File: src/tune_pkg.sv
// Constants, gain tables and register map of the autotuning sequencer
package tune_pkg;

   // ------------------------------------------------------------
   // Widths and timing
   // ------------------------------------------------------------
   localparam int          AW                = 8;
   localparam int          DW                = 16;
   localparam int          NPAR              = 19;
   localparam int          PIN_W             = 5;
   localparam int          MAX_CYCLES        = 5;
   localparam int          ACCEL_DOUBLE_FROM = 3;
   localparam int          CLK_HZ            = 20_000_000;
   localparam int          TEST_CYCLE_S      = 15;
   localparam longint      TEST_CYCLE_CLKS   = longint'(TEST_CYCLE_S) * longint'(CLK_HZ);

   // ------------------------------------------------------------
   // Register map and fields
   // ------------------------------------------------------------
   localparam logic [7:0]  A_CTRL      = 8'h00;
   localparam logic [7:0]  A_STATUS    = 8'h01;
   localparam logic [7:0]  A_ACCEL     = 8'h02;
   localparam logic [7:0]  A_PARAM     = 8'h10;
   localparam int          CTRL_START  = 0;
   localparam int          CTRL_RIG    = 4;
   localparam int          CTRL_PAT    = 8;
   localparam logic [15:0] ACCEL_RST   = 16'h0010;

   // ------------------------------------------------------------
   // Gain parameter slots
   // ------------------------------------------------------------
   localparam int P_PG1 = 0;
   localparam int P_SG1 = 1;
   localparam int P_SIT1 = 2;
   localparam int P_SFB1 = 3;
   localparam int P_TF1 = 4;
   localparam int P_FF_AMT = 5;
   localparam int P_FF_FILT = 6;
   localparam int P_PG2 = 7;
   localparam int P_SG2 = 8;
   localparam int P_SIT2 = 9;
   localparam int P_SFB2 = 10;
   localparam int P_TF2 = 11;
   localparam int P_INERTIA = 12;
   localparam int P_GS_MODE = 13;
   localparam int P_GS_SET = 14;
   localparam int P_GS_TIME = 15;
   localparam int P_GS_LEVEL = 16;
   localparam int P_GS_HYST = 17;
   localparam int P_PG_SW_TIME = 18;

   // ------------------------------------------------------------
   // Rigidity tables and fixed values
   // ------------------------------------------------------------
   localparam logic [15:0] PG1_TBL [16] = '{16'h001B, 16'h0020, 16'h0027, 16'h0030, 16'h003F, 16'h0048,
      16'h005A, 16'h006C, 16'h0087, 16'h00A2, 16'h00CE, 16'h00FB, 16'h0131, 16'h0179, 16'h01C1, 16'h022D};
   localparam logic [15:0] SG_TBL [16] = '{16'h000F, 16'h0012, 16'h0016, 16'h001B, 16'h0023, 16'h0028,
      16'h0032, 16'h003C, 16'h004B, 16'h005A, 16'h0073, 16'h008C, 16'h00AA, 16'h00D2, 16'h00FA, 16'h0136};
   localparam logic [15:0] SIT1_TBL [16] = '{16'h0025, 16'h001F, 16'h0019, 16'h0015, 16'h0010, 16'h000E,
      16'h000C, 16'h000B, 16'h0009, 16'h0008, 16'h0007, 16'h0006, 16'h0005, 16'h0004, 16'h0004, 16'h0003};
   localparam logic [15:0] TF1_TBL [16] = '{16'h0098, 16'h007E, 16'h0067, 16'h0054, 16'h0041, 16'h0039,
      16'h002D, 16'h0026, 16'h001E, 16'h0019, 16'h0019, 16'h0019, 16'h0019, 16'h0019, 16'h0019, 16'h0019};
   localparam logic [15:0] PG2_TBL [16] = '{16'h001F, 16'h0026, 16'h002E, 16'h0039, 16'h0049, 16'h0054,
      16'h0069, 16'h007E, 16'h009D, 16'h00BC, 16'h00F1, 16'h0125, 16'h0164, 16'h01B8, 16'h020C, 16'h0289};
   localparam logic [15:0] TF2_TBL [16] = '{16'h0098, 16'h007E, 16'h0067, 16'h0054, 16'h0041, 16'h0039,
      16'h002D, 16'h0026, 16'h001E, 16'h0019, 16'h0014, 16'h0010, 16'h000D, 16'h000B, 16'h000A, 16'h000A};
   localparam logic [15:0] SIT2_FIX   = 16'h03E8;
   localparam logic [15:0] SFB_FIX    = 16'h0000;
   localparam logic [15:0] FF_AMT_FIX = 16'h012C;
   localparam logic [15:0] FF_FLT_FIX = 16'h0032;
   localparam logic [15:0] GS_MODE_FIX = 16'h0001;
   localparam logic [15:0] GS_SET_FIX = 16'h000A;
   localparam logic [15:0] GS_TIME_FIX = 16'h001E;
   localparam logic [15:0] GS_LVL_FIX = 16'h0032;
   localparam logic [15:0] GS_HYS_FIX = 16'h0021;
   localparam logic [15:0] PG_SW_FIX  = 16'h0014;

   function automatic logic [NPAR-1:0][15:0] gain_set(input logic [3:0] r, input logic [15:0] ine);
      logic [NPAR-1:0][15:0] g;
      g = '0;
      g[P_PG1] = PG1_TBL[r];
      g[P_SG1] = SG_TBL[r];
      g[P_SIT1] = SIT1_TBL[r];
      g[P_SFB1] = SFB_FIX;
      g[P_TF1] = TF1_TBL[r];
      g[P_FF_AMT] = FF_AMT_FIX;
      g[P_FF_FILT] = FF_FLT_FIX;
      g[P_PG2] = PG2_TBL[r];
      g[P_SG2] = SG_TBL[r];
      g[P_SIT2] = SIT2_FIX;
      g[P_SFB2] = SFB_FIX;
      g[P_TF2] = TF2_TBL[r];
      g[P_INERTIA] = ine;
      g[P_GS_MODE] = GS_MODE_FIX;
      g[P_GS_SET] = GS_SET_FIX;
      g[P_GS_TIME] = GS_TIME_FIX;
      g[P_GS_LEVEL] = GS_LVL_FIX;
      g[P_GS_HYST] = GS_HYS_FIX;
      g[P_PG_SW_TIME] = PG_SW_FIX;
      return g;
   endfunction

   localparam logic [NPAR-1:0][15:0] PARS_RST = gain_set(4'h0, 16'h0000);

endpackage

File: src/pin_sync.sv
// Three-stage pin synchroniser that accepts a change once stages two and three agree
`timescale 1ns/10ps
module pin_sync
#(
   parameter int W = 1
)
(
   // Clock and reset
   input  wire logic         ref_clk_in,
   input  wire logic         rst_in,
   // Pins and clean levels
   input  wire logic [W-1:0] pin_in,
   output logic      [W-1:0] level_out
);

   typedef struct packed {
      logic [W-1:0] s1;
      logic [W-1:0] s2;
      logic [W-1:0] s3;
      logic [W-1:0] lvl;
   } sync_s;

   sync_s sync_ff;
   sync_s nxt_sync;

   // ------------------------------------------------------------
   // Stages
   // ------------------------------------------------------------
   always_comb
   begin
      nxt_sync = sync_ff;
      nxt_sync.s1 = pin_in;
      nxt_sync.s2 = sync_ff.s1;
      nxt_sync.s3 = sync_ff.s2;
      for (int i = 0; i < W; i++)
      begin
         if (sync_ff.s2[i] == sync_ff.s3[i])
         begin
            nxt_sync.lvl[i] = sync_ff.s3[i];
         end
      end
   end

   always_ff @(posedge ref_clk_in or posedge rst_in)
   begin
      if (rst_in)
      begin
         sync_ff <= '0;
      end
      else
      begin
         sync_ff <= nxt_sync;
      end
   end

   assign level_out = sync_ff.lvl;

endmodule

File: src/servo_autotune_sequencer.sv
// Autotuning sequencer: test motion, abort handling and gain loading
// Function
// - Test motion repeats at most five cycles
// - Acceleration doubles each cycle from the third
// - Early end or held acceleration is no error
// - Rigidity is one hex digit, sixteen entries
// - Pattern 0: two turns each way, fifteen seconds
// - Drive error, servo off, clear, limit abort
// - Oscillation aborts the run
// - Abort restores gains held before the run
// - Motor keeps moving unless an error occurs
// - No load stores inertia ratio zero
// - Position gain 1 and speed gains from table
// - Position gain 2 from table
// - Speed integral constant 1 from table
// - Integral constant 2 fixed, feedback filters zero
// - Torque filter constants from table
// - Estimated inertia ratio written every entry
// - Feed-forward amount and filter fixed
// - Gain-switching parameters fixed
// - Rigidity sets defaults, success overwrites gains
// - Prohibit inputs ignored while a run is active (honoured in idle), full torque limit allowed
`timescale 1ns/10ps
module servo_autotune_sequencer
#(
   parameter logic [31:0] CYCLE_CLKS = 32'(tune_pkg::TEST_CYCLE_CLKS)
)
(
   // Clock and reset
   input  wire logic                      ref_clk_in,
   input  wire logic                      rst_in,
   // Register port
   input  wire logic [tune_pkg::AW-1:0]   addr_in,
   input  wire logic [tune_pkg::DW-1:0]   wdata_in,
   input  wire logic                      wr_in,
   input  wire logic                      rd_in,
   output logic      [tune_pkg::DW-1:0]   rdata_out,
   // Drive pins
   input  wire logic                      run_cmd_in,
   input  wire logic                      deviation_counter_clear_in,
   input  wire logic                      limit_near_in,
   input  wire logic                      fwd_prohibit_in,
   input  wire logic                      rev_prohibit_in,
   // Estimator and drive monitors
   input  wire logic                      drive_error_in,
   input  wire logic                      torque_sat_in,
   input  wire logic                      oscillation_in,
   input  wire logic                      est_done_in,
   input  wire logic                      accel_hold_in,
   input  wire logic                      no_load_in,
   input  wire logic [tune_pkg::DW-1:0]   inertia_est_in,
   // Motion command and status
   output logic                           motor_run_out,
   output logic                           motor_fwd_out,
   output logic      [tune_pkg::DW-1:0]   accel_out,
   output logic                           torque_limit_full_out,
   output logic                           fwd_inhibit_out,
   output logic                           rev_inhibit_out,
   output logic                           tune_busy_out,
   output logic                           tune_err_out
);
   import tune_pkg::*;

   if (CYCLE_CLKS < 32'h0000_0004)
   begin : g_chk
      $error("CYCLE_CLKS too small");
   end

   // ------------------------------------------------------------
   // State
   // ------------------------------------------------------------
   typedef enum logic [1:0] {S_IDLE, S_FWD, S_REV} seq_e;

   typedef struct packed {
      seq_e                  st;
      logic [2:0]            cyc;
      logic [31:0]           tmr;
      logic [15:0]           accel;
      logic [15:0]           accel_base;
      logic [3:0]            rig;
      logic [3:0]            pat;
      logic                  conv;
      logic                  err;
      logic                  done;
      logic                  run;
      logic                  fwd;
      logic                  inh_fwd;
      logic                  inh_rev;
      logic [15:0]           rdata;
      logic [NPAR-1:0][15:0] pars;
      logic [NPAR-1:0][15:0] save;
   } state_s;

   localparam state_s ST_RST = '{st: S_IDLE, accel_base: ACCEL_RST, pars: PARS_RST, save: PARS_RST,
                                 default: '0};

   state_s           state_ff;
   state_s           nxt_state;
   logic [PIN_W-1:0] pins;
   logic             run_s;
   logic             clr_s;
   logic             lim_s;
   logic             busy;
   logic             abort_c;
   logic             turn_c;
   logic             finish_c;
   logic [4:0]       pidx;

   // Phase length: pattern 0 runs two turns per direction, others one
   function automatic logic [31:0] phase_len(input logic [3:0] pat);
      return (pat == 4'h0) ? (CYCLE_CLKS >> 1) - 32'h0000_0001 : (CYCLE_CLKS >> 2) - 32'h0000_0001;
   endfunction

   // Full-width window compare, so high addresses cannot alias onto a gain slot
   function automatic logic par_hit(input logic [AW-1:0] a);
      return a >= A_PARAM && (a - A_PARAM) < 8'(NPAR);
   endfunction

   // ------------------------------------------------------------
   // Pin synchronisation
   // ------------------------------------------------------------
   pin_sync #(
      .W (PIN_W)
   ) u_pin_sync (
      .ref_clk_in (ref_clk_in),
      .rst_in     (rst_in),
      .pin_in     ({run_cmd_in, deviation_counter_clear_in, limit_near_in, fwd_prohibit_in, rev_prohibit_in}),
      .level_out  (pins)
   );

   assign run_s = pins[4];
   assign clr_s = pins[3];
   assign lim_s = pins[2];
   assign busy  = state_ff.st != S_IDLE;
   assign pidx  = 5'(addr_in - A_PARAM);

   // Any fault in the run ends it at once; monitors share one priority
   assign abort_c = busy && (drive_error_in || !run_s || clr_s || lim_s
                             || torque_sat_in
                             || oscillation_in);
   assign turn_c   = busy && !abort_c && state_ff.st == S_REV && state_ff.tmr == 32'h0000_0000;
   assign finish_c = turn_c && (state_ff.cyc == 3'(MAX_CYCLES) || state_ff.conv || est_done_in);

   // ------------------------------------------------------------
   // Next state
   // ------------------------------------------------------------
   always_comb
   begin
      nxt_state = state_ff;
      nxt_state.rdata = '0;
      if (rd_in)
      begin
         case (addr_in)
            A_CTRL:   nxt_state.rdata = {4'h0, state_ff.pat, state_ff.rig, 4'h0};
            A_STATUS: nxt_state.rdata = {9'h000, state_ff.cyc, 1'b0, state_ff.done, state_ff.err, busy};
            A_ACCEL:  nxt_state.rdata = state_ff.accel_base;
            default:
            begin
               if (par_hit(addr_in))
               begin
                  nxt_state.rdata = state_ff.pars[pidx];
               end
            end
         endcase
      end
      // Writes while a run is active are dropped so the saved set stays coherent
      if (wr_in && !busy)
      begin
         case (addr_in)
            A_CTRL:
            begin
               nxt_state.rig = wdata_in[CTRL_RIG +: 4];
               nxt_state.pat = wdata_in[CTRL_PAT +: 4];
               if (wdata_in[CTRL_START] && run_s)
               begin
                  nxt_state.save = state_ff.pars;
                  nxt_state.err = 1'b0;
                  nxt_state.done = 1'b0;
                  nxt_state.conv = 1'b0;
                  nxt_state.cyc = 3'd1;
                  nxt_state.accel = state_ff.accel_base;
                  nxt_state.st = S_FWD;
                  nxt_state.fwd = 1'b1;
                  nxt_state.tmr = phase_len(wdata_in[CTRL_PAT +: 4]);
               end
            end
            A_ACCEL:  nxt_state.accel_base = wdata_in;
            default:
            begin
               if (par_hit(addr_in))
               begin
                  nxt_state.pars[pidx] = wdata_in;
               end
            end
         endcase
      end
      if (busy)
      begin
         if (est_done_in)
         begin
            nxt_state.conv = 1'b1;
         end
         if (abort_c)
         begin
            nxt_state.st = S_IDLE;
            nxt_state.pars = state_ff.save;
            nxt_state.err = 1'b1;
         end
         else if (state_ff.tmr != 32'h0000_0000)
         begin
            nxt_state.tmr = state_ff.tmr - 32'h0000_0001;
         end
         else if (state_ff.st == S_FWD)
         begin
            nxt_state.st = S_REV;
            nxt_state.fwd = 1'b0;
            nxt_state.tmr = phase_len(state_ff.pat);
         end
         else if (finish_c)
         begin
            // Early finish is a normal end, the error flag stays clear
            nxt_state.st = S_IDLE;
            nxt_state.done = 1'b1;
            nxt_state.pars = gain_set(state_ff.rig, no_load_in ? 16'h0000 : inertia_est_in);
         end
         else
         begin
            nxt_state.cyc = state_ff.cyc + 3'd1;
            nxt_state.st = S_FWD;
            nxt_state.fwd = 1'b1;
            nxt_state.tmr = phase_len(state_ff.pat);
            // Held acceleration under load is accepted without complaint
            if (state_ff.cyc >= 3'(ACCEL_DOUBLE_FROM - 1) && !accel_hold_in)
            begin
               nxt_state.accel = {state_ff.accel[14:0], 1'b0};
            end
         end
      end
      nxt_state.run = nxt_state.st != S_IDLE;
      nxt_state.inh_fwd = pins[1] && nxt_state.st == S_IDLE;
      nxt_state.inh_rev = pins[0] && nxt_state.st == S_IDLE;
   end

   always_ff @(posedge ref_clk_in or posedge rst_in)
   begin
      if (rst_in)
      begin
         state_ff <= ST_RST;
      end
      else
      begin
         state_ff <= nxt_state;
      end
   end

   // ------------------------------------------------------------
   // Outputs
   // ------------------------------------------------------------
   assign rdata_out             = state_ff.rdata;
   assign motor_run_out         = state_ff.run;
   assign motor_fwd_out         = state_ff.fwd;
   assign accel_out             = state_ff.accel;
   assign torque_limit_full_out = state_ff.run;
   assign fwd_inhibit_out       = state_ff.inh_fwd;
   assign rev_inhibit_out       = state_ff.inh_rev;
   assign tune_busy_out         = state_ff.run;
   assign tune_err_out          = state_ff.err;
endmodule

File: config.mk
export PLATFORM = sky130hd
export DESIGN_NAME = servo_autotune_sequencer
export DESIGN_NICKNAME = d
export VERILOG_FILES = /design/src/tune_pkg.sv /design/src/pin_sync.sv /design/src/servo_autotune_sequencer.sv
export SDC_FILE = /design/constraint.sdc
export NUM_CORES = 2
export LEC_CHECK = 0
export BUFFER_PORTS_ARGS = -buffer_cell sky130_fd_sc_hd__buf_2
export CORE_MARGIN = 2
export CORE_UTILIZATION = 42
export CTS_CLUSTER_DIAMETER = 60
export CTS_CLUSTER_SIZE = 20
export DETAILED_ROUTE_END_ITERATION = 6
export GPL_TIMING_DRIVEN = 1
export HOLD_SLACK_MARGIN = 0.02
export SLEW_MARGIN = 15
export SYNTH_ARGS = -nofsm -noshare
export SYNTH_HDL_FRONTEND = slang
export SYNTH_SLANG_ARGS = --single-unit
File: constraint.sdc
create_clock -name ref_clk_in -period 22.2 [get_ports ref_clk_in]
set_input_delay 2.22 -clock ref_clk_in [delete_from_list [all_inputs] [get_ports ref_clk_in]]
set_output_delay 2.22 -clock ref_clk_in [all_outputs]
set_load 0.02 [all_outputs]
After elaboration in Yosys (flattened, before gate mapping)
Memory sizes are Yosys's and may differ from the RTL's. Index checks and enable logic that the tools add are counted. Widths: inputs -> output; s select.

Bits in registers: 728. Memory bits (read-only): 1536. Output and inout bits: 39. Logic and storage cells: 189. Memories kept: 6.

Add/sub/neg operators: 3. Order comparisons: 6. Equality and inequality tests: 10. Muxes and demuxes: 67. Bitwise logic cells: 1. Reductions and logical operators: 35.

Memories: (name not given) (depth 16, bits a word 16, rd ports 1, clocked after memory_dff 0, wr ports 0, RTL line tune_pkg.sv:92) `g[P_TF2] = TF2_TBL[r];`; (name not given) (depth 16, bits a word 16, rd ports 1, clocked after memory_dff 0, wr ports 0, RTL line tune_pkg.sv:89) `g[P_SG2] = SG_TBL[r];`; (name not given) (depth 16, bits a word 16, rd ports 1, clocked after memory_dff 0, wr ports 0, RTL line tune_pkg.sv:88) `g[P_PG2] = PG2_TBL[r];`; (name not given) (depth 16, bits a word 16, rd ports 1, clocked after memory_dff 0, wr ports 0, RTL line tune_pkg.sv:85) `g[P_TF1] = TF1_TBL[r];`; (name not given) (depth 16, bits a word 16, rd ports 1, clocked after memory_dff 0, wr ports 0, RTL line tune_pkg.sv:83) `g[P_SIT1] = SIT1_TBL[r];`; (name not given) (depth 16, bits a word 16, rd ports 1, clocked after memory_dff 0, wr ports 0, RTL line tune_pkg.sv:81) `g[P_PG1] = PG1_TBL[r];`.

Operator list (number): $mux 304 (9); $mux 608 (1); $mux 16 (21); $bwmux 304 (1); $mux 53 (3); $mux 51 (2); $bmux 16 s5 (1); $demux 16 s5 (1); $mux 80 (1); $mux 32 (2); $mux 28 (2); $pmux 16 s3 (1); $logic_not 32->1 (1); $reduce_bool 32->1 (1); $sub 32x1->32 const B (1); $mux 1 (15); $logic_and 1x1->1 (12); $mux 11 (1); $mux 3 (3); $eq 8x1->1 const B (1); $eq 8x2->1 const B (1); $ge 8x5->1 const B (1); $logic_not 4->1 (2); $logic_not 8->1 (1); other kinds (21) (37).

Depth between registers and ports, before layout
Word-level depth: 19. Depth in mapped cells: 12. Gate-level depth less buffers: 9.

Cells and area by module
Synthesis repeated with hierarchy kept, for this count alone.

Cell total of the unflattened synthesis: 3651. Area total of the unflattened synthesis: 34986.1 µm².

Modules (own cells, without submodules): servo_autotune_sequencer (instances 1, cells each 3620, area an instance 34388.0 µm², sequential area each 17850.9 µm²); pin_sync (instances 1, cells each 31, area an instance 598.1 µm², sequential area each 500.5 µm²).

Worst setup path after synthesis
Ideal clock, no wire load.

Path type: input-to-reg. Start point: input addr_in[4] (netlist bit). End point: register state_ff[394] (netlist bit). Arrival time: 4486 ps. Setup slack: 17581 ps. Stages: 10. Path buffers: 2. Cells stage by stage: buf_2 > clkinv_1 > ha_1 > inv_1 > a221oi_4 > nand4_2 > nor2_2 > buf_4 > mux2i_1 > o21ai_0.

RTL lines: start: declaration (RTL line servo_autotune_sequencer.sv:33) `input wire logic [tune_pkg::AW-1:0] addr_in,`; end signal: assignment (RTL line servo_autotune_sequencer.sv:252) `state_ff <= nxt_state;`; end: declaration (RTL line servo_autotune_sequencer.sv:97) `state_s state_ff;`.

==> flow_metrics.tcl <==
set metrics [dict create \
    outcome "finished, final reports clean" \
    clk_pin_slew_worst_paths_ns 0.08 \
    die_x_um 293 \
    first_iter_violations 2855 \
    ant_nets 0 \
    min_period_ns 6.46 \
    fp.dieH_um 293 \
    cts_setup_buffers 0 \
    met1_length_um 48800 \
    synth_top_area_share_pct 44.3 \
    first_pass_iters 5 \
    netlist_instances 3681 \
    worst-endpoint-required_ns 22.73 \
    cp-end-kind "flop" \
    cts_buffer_depth 3 \
    final_core_util_pct 45.9 \
    initial_core_util_pct 42.2 \
    grt_remaining_overflow 0 \
    synth_edf_count 0 \
    clock.fmax_mhz 155 \
    crit_top_cell "buf_4" \
    dpl_cell_area_um2 36100 \
    skew_ns 0.0262 \
    root_buffer "clkbuf_16" \
    cts-hold-fix-buffers 0 \
    synth_nets 3753 \
    critPathMaxFanout 104 \
    io_pins 94 \
    layout-drive-gt1-share_pct 13.5 \
    ys_types 75 \
    setup_viol 0 \
    htreeDepth 2 \
    grt_max_degree 201 \
    ys_ff_latch 728 \
    first_global_vias 25700 \
    via_per_inst 5.71 \
    antenna_found_initial 4 \
    p_per_area_nw_per_um2 72.0 \
    cap_violations 0 \
    critPathTopFamily "simple AND/OR/NAND/NOR gates" \
    p_leak_nw 18.6 \
    max_stage_delay_ns 0.86 \
    clock_latency_ns 0.65 \
    crit_path_top_delay_cell "nor4b_1" \
    critPathLaunchType "primary input" \
    grt_usage_pct 24.3 \
    io_buffers 93 \
    crit_buf_inv 4 \
    coreArea_um2 83200 \
    total_power_mw 2.75 \
    yosysMostFrequentCell "nand2_1" \
    final-hold-violation-count 0 \
    critPathArrivalTime_ns 6.99 \
    routed_wl_um 106000 \
    hold_class "flop to flop" \
    tightest_slew_ns 1.15 \
    ir_worst_vdd_mv 0.0583 \
    syn_area_per_cell_um2 9.53 \
    stdcell_area_um2 38100 \
    synth_flop_cell "dfrtp_1" \
    synth_top_area_cell "dfrtp_1" \
    rsz0062_at_grt "false" \
    fin_nets 3658 \
    grt_pass1_wl_um 162000 \
    stdcell_count 4716 \
    wl_met2_um 47400 \
    critPathKind "primary input to flop" \
    via_count 26900 \
    ys_warn_count 0 \
    synthesis.area_um2 35100 \
    place.gp.congestion 0.900 \
    die_area_um2 85900 \
    synth_commonest_cells "nand2_1 (1284), dfrtp_1 (621), mux2i_1 (351)" \
    slew_headroom_pct 23.1 \
    cts_tree "done" \
    wl_per_cell_um 22.4 \
    ys_top_cells_by_area "dfrtp_1 (44%), nand2_1 (14%), mux2i_1 (10%)" \
    fin_setup_tns_ns 0 \
    drcViolationCount 0 \
    wl_met3_um 6600 \
    area_growth_pct 8.69 \
    dp_hpwl_um 63400 \
    numCtsBuffers 56 \
    clock-sinks 728 \
    path_cells "buf_2 -> nor4b_1 -> nand4_1 -> or4_1 -> buf_4 -> nand2_8 -> buf_4 -> buf_4 -> o21ai_0 -> a211o_1" \
    cts_resized 0 \
    slew_viol_final 0 \
    rows 106 \
    async_reset_ff_share_pct 100 \
    synth_seq_area_share_pct 52.3 \
    highest_layer "met5" \
    fin_crit_sh_pct 29.1 \
    placed_cells 4608 \
]
[logic make-up (layout without fill, tap and decap cells)]
family | after synthesis | count (layout) | share of synthesized area (%)
muxes | 433 | 433 | 14.4
AOI/OAI and AO/OA | 606 | 606 | 10.5
and+or+nand+nor | 1561 | 1561 | 17.9
adders and majority gates | 22 | 22 | 0.749
other | 0 | 3 | 0
buffers and inverters | 330 | 282 | 4.21
DFF | 728 | 728 | 52.3
xor gates and xnor gates | 1 | 1 | 0.0250
[metal layers]
metal	vias up	GRT usage, %
li1	12300	-
met4	2	6.43
met2	892	37.0
met3	154	3.99
met1	13600	36.0
met5	-	0
[power breakdown]
| group | switching, mW | leakage, nW | internal (mW) | total [mW] |
|---|---|---|---|---|
| sequential | 0.0386 | 9.64 | 1.38 | 1.41 |
| combinational | 0.129 | 7.99 | 0.0678 | 0.197 |
| clock | 0.553 | 0.977 | 0.583 | 1.14 |
| total | 0.720 | 18.6 | 2.03 | 2.75 |
[cells in the final DEF (no fill, tap or decap), types with 7 or more instances in the layout]
| master | count |
|---|---|
| o22ai_1 | 7 |
| mux2_2 | 28 |
| o211ai_1 | 28 |
| o21ai_1 | 17 |
| clkinvlp_4 | 7 |
| or2_2 | 7 |
| dfstp_2 | 107 |
| a221o_1 | 9 |
| a21oi_1 | 103 |
| nand2b_1 | 9 |
| clkbuf_16 | 58 |
| o21ai_0 | 295 |
| nand3_1 | 26 |
| nand2_1 | 1284 |
| a221oi_1 | 11 |
| nand4_1 | 14 |
| a211oi_1 | 7 |
| nor2b_1 | 11 |
| o22a_1 | 9 |
| and2_1 | 8 |
| nor3_1 | 28 |
| a22oi_1 | 45 |
| mux2i_1 | 351 |
| o221a_2 | 11 |
| inv_1 | 18 |
| buf_2 | 91 |
| dfrtp_1 | 621 |
| mux4_2 | 54 |
| inv_6 | 9 |
| nor4_1 | 10 |
| ha_1 | 17 |
| buf_4 | 60 |
| a211o_1 | 10 |
| nor2_1 | 122 |
[path summary, 6_finish.rpt]
kind | startpoint | to | slack, ns | cells after the start
max | drive_error_in | state_ff[511] | 15.74 | 10
max reg2reg | u_pin_sync.level_out[4] | state_ff[511] | 16.93 | 9
min in group asynchronous | rst_in | state_ff[166] | 1.76 | 2
min | u_pin_sync.nxt_sync[14] | u_pin_sync.nxt_sync[9] | 0.35 | 0
max in group asynchronous | rst_in | u_pin_sync.sync_ff[7] | 16.52 | 6
min reg2reg | u_pin_sync.nxt_sync[14] | u_pin_sync.nxt_sync[9] | 0.35 | 0
[stage by stage]
step	worst slack, ns	hold WS, ns
3_3_place_gp	15.25	0.332
2_1_floorplan	10.09	0.331
4_1_cts	15.88	0.354
5_1_grt	15.61	0.362
6_report	15.74	0.351
3_5_place_dp	15.24	0.335
[final cells by class]
type                       instances  area (µm²)
tap                             1080        1350
timing repair buffer             155         977
multi-input combinational       2623       15300
antenna                            3        7.51
clock inverter                    38         509
inverter                          22        86.3
sequential                       728       18400
fill                            7739       45000
clock buffer                      67        1530
[state kept, by name, summed over array words and instances, names as in the netlist]
register	count
u_pin_sync.level_out	5
fwd_inhibit_out	1
motor_run_out	1
u_pin_sync.nxt_sync	10
motor_fwd_out	1
rdata_out	16
rev_inhibit_out	1
accel_out	16
u_pin_sync.sync_ff	5
state_ff	671
tune_err_out	1
Note: power is estimated with default switching activity, not from simulation.
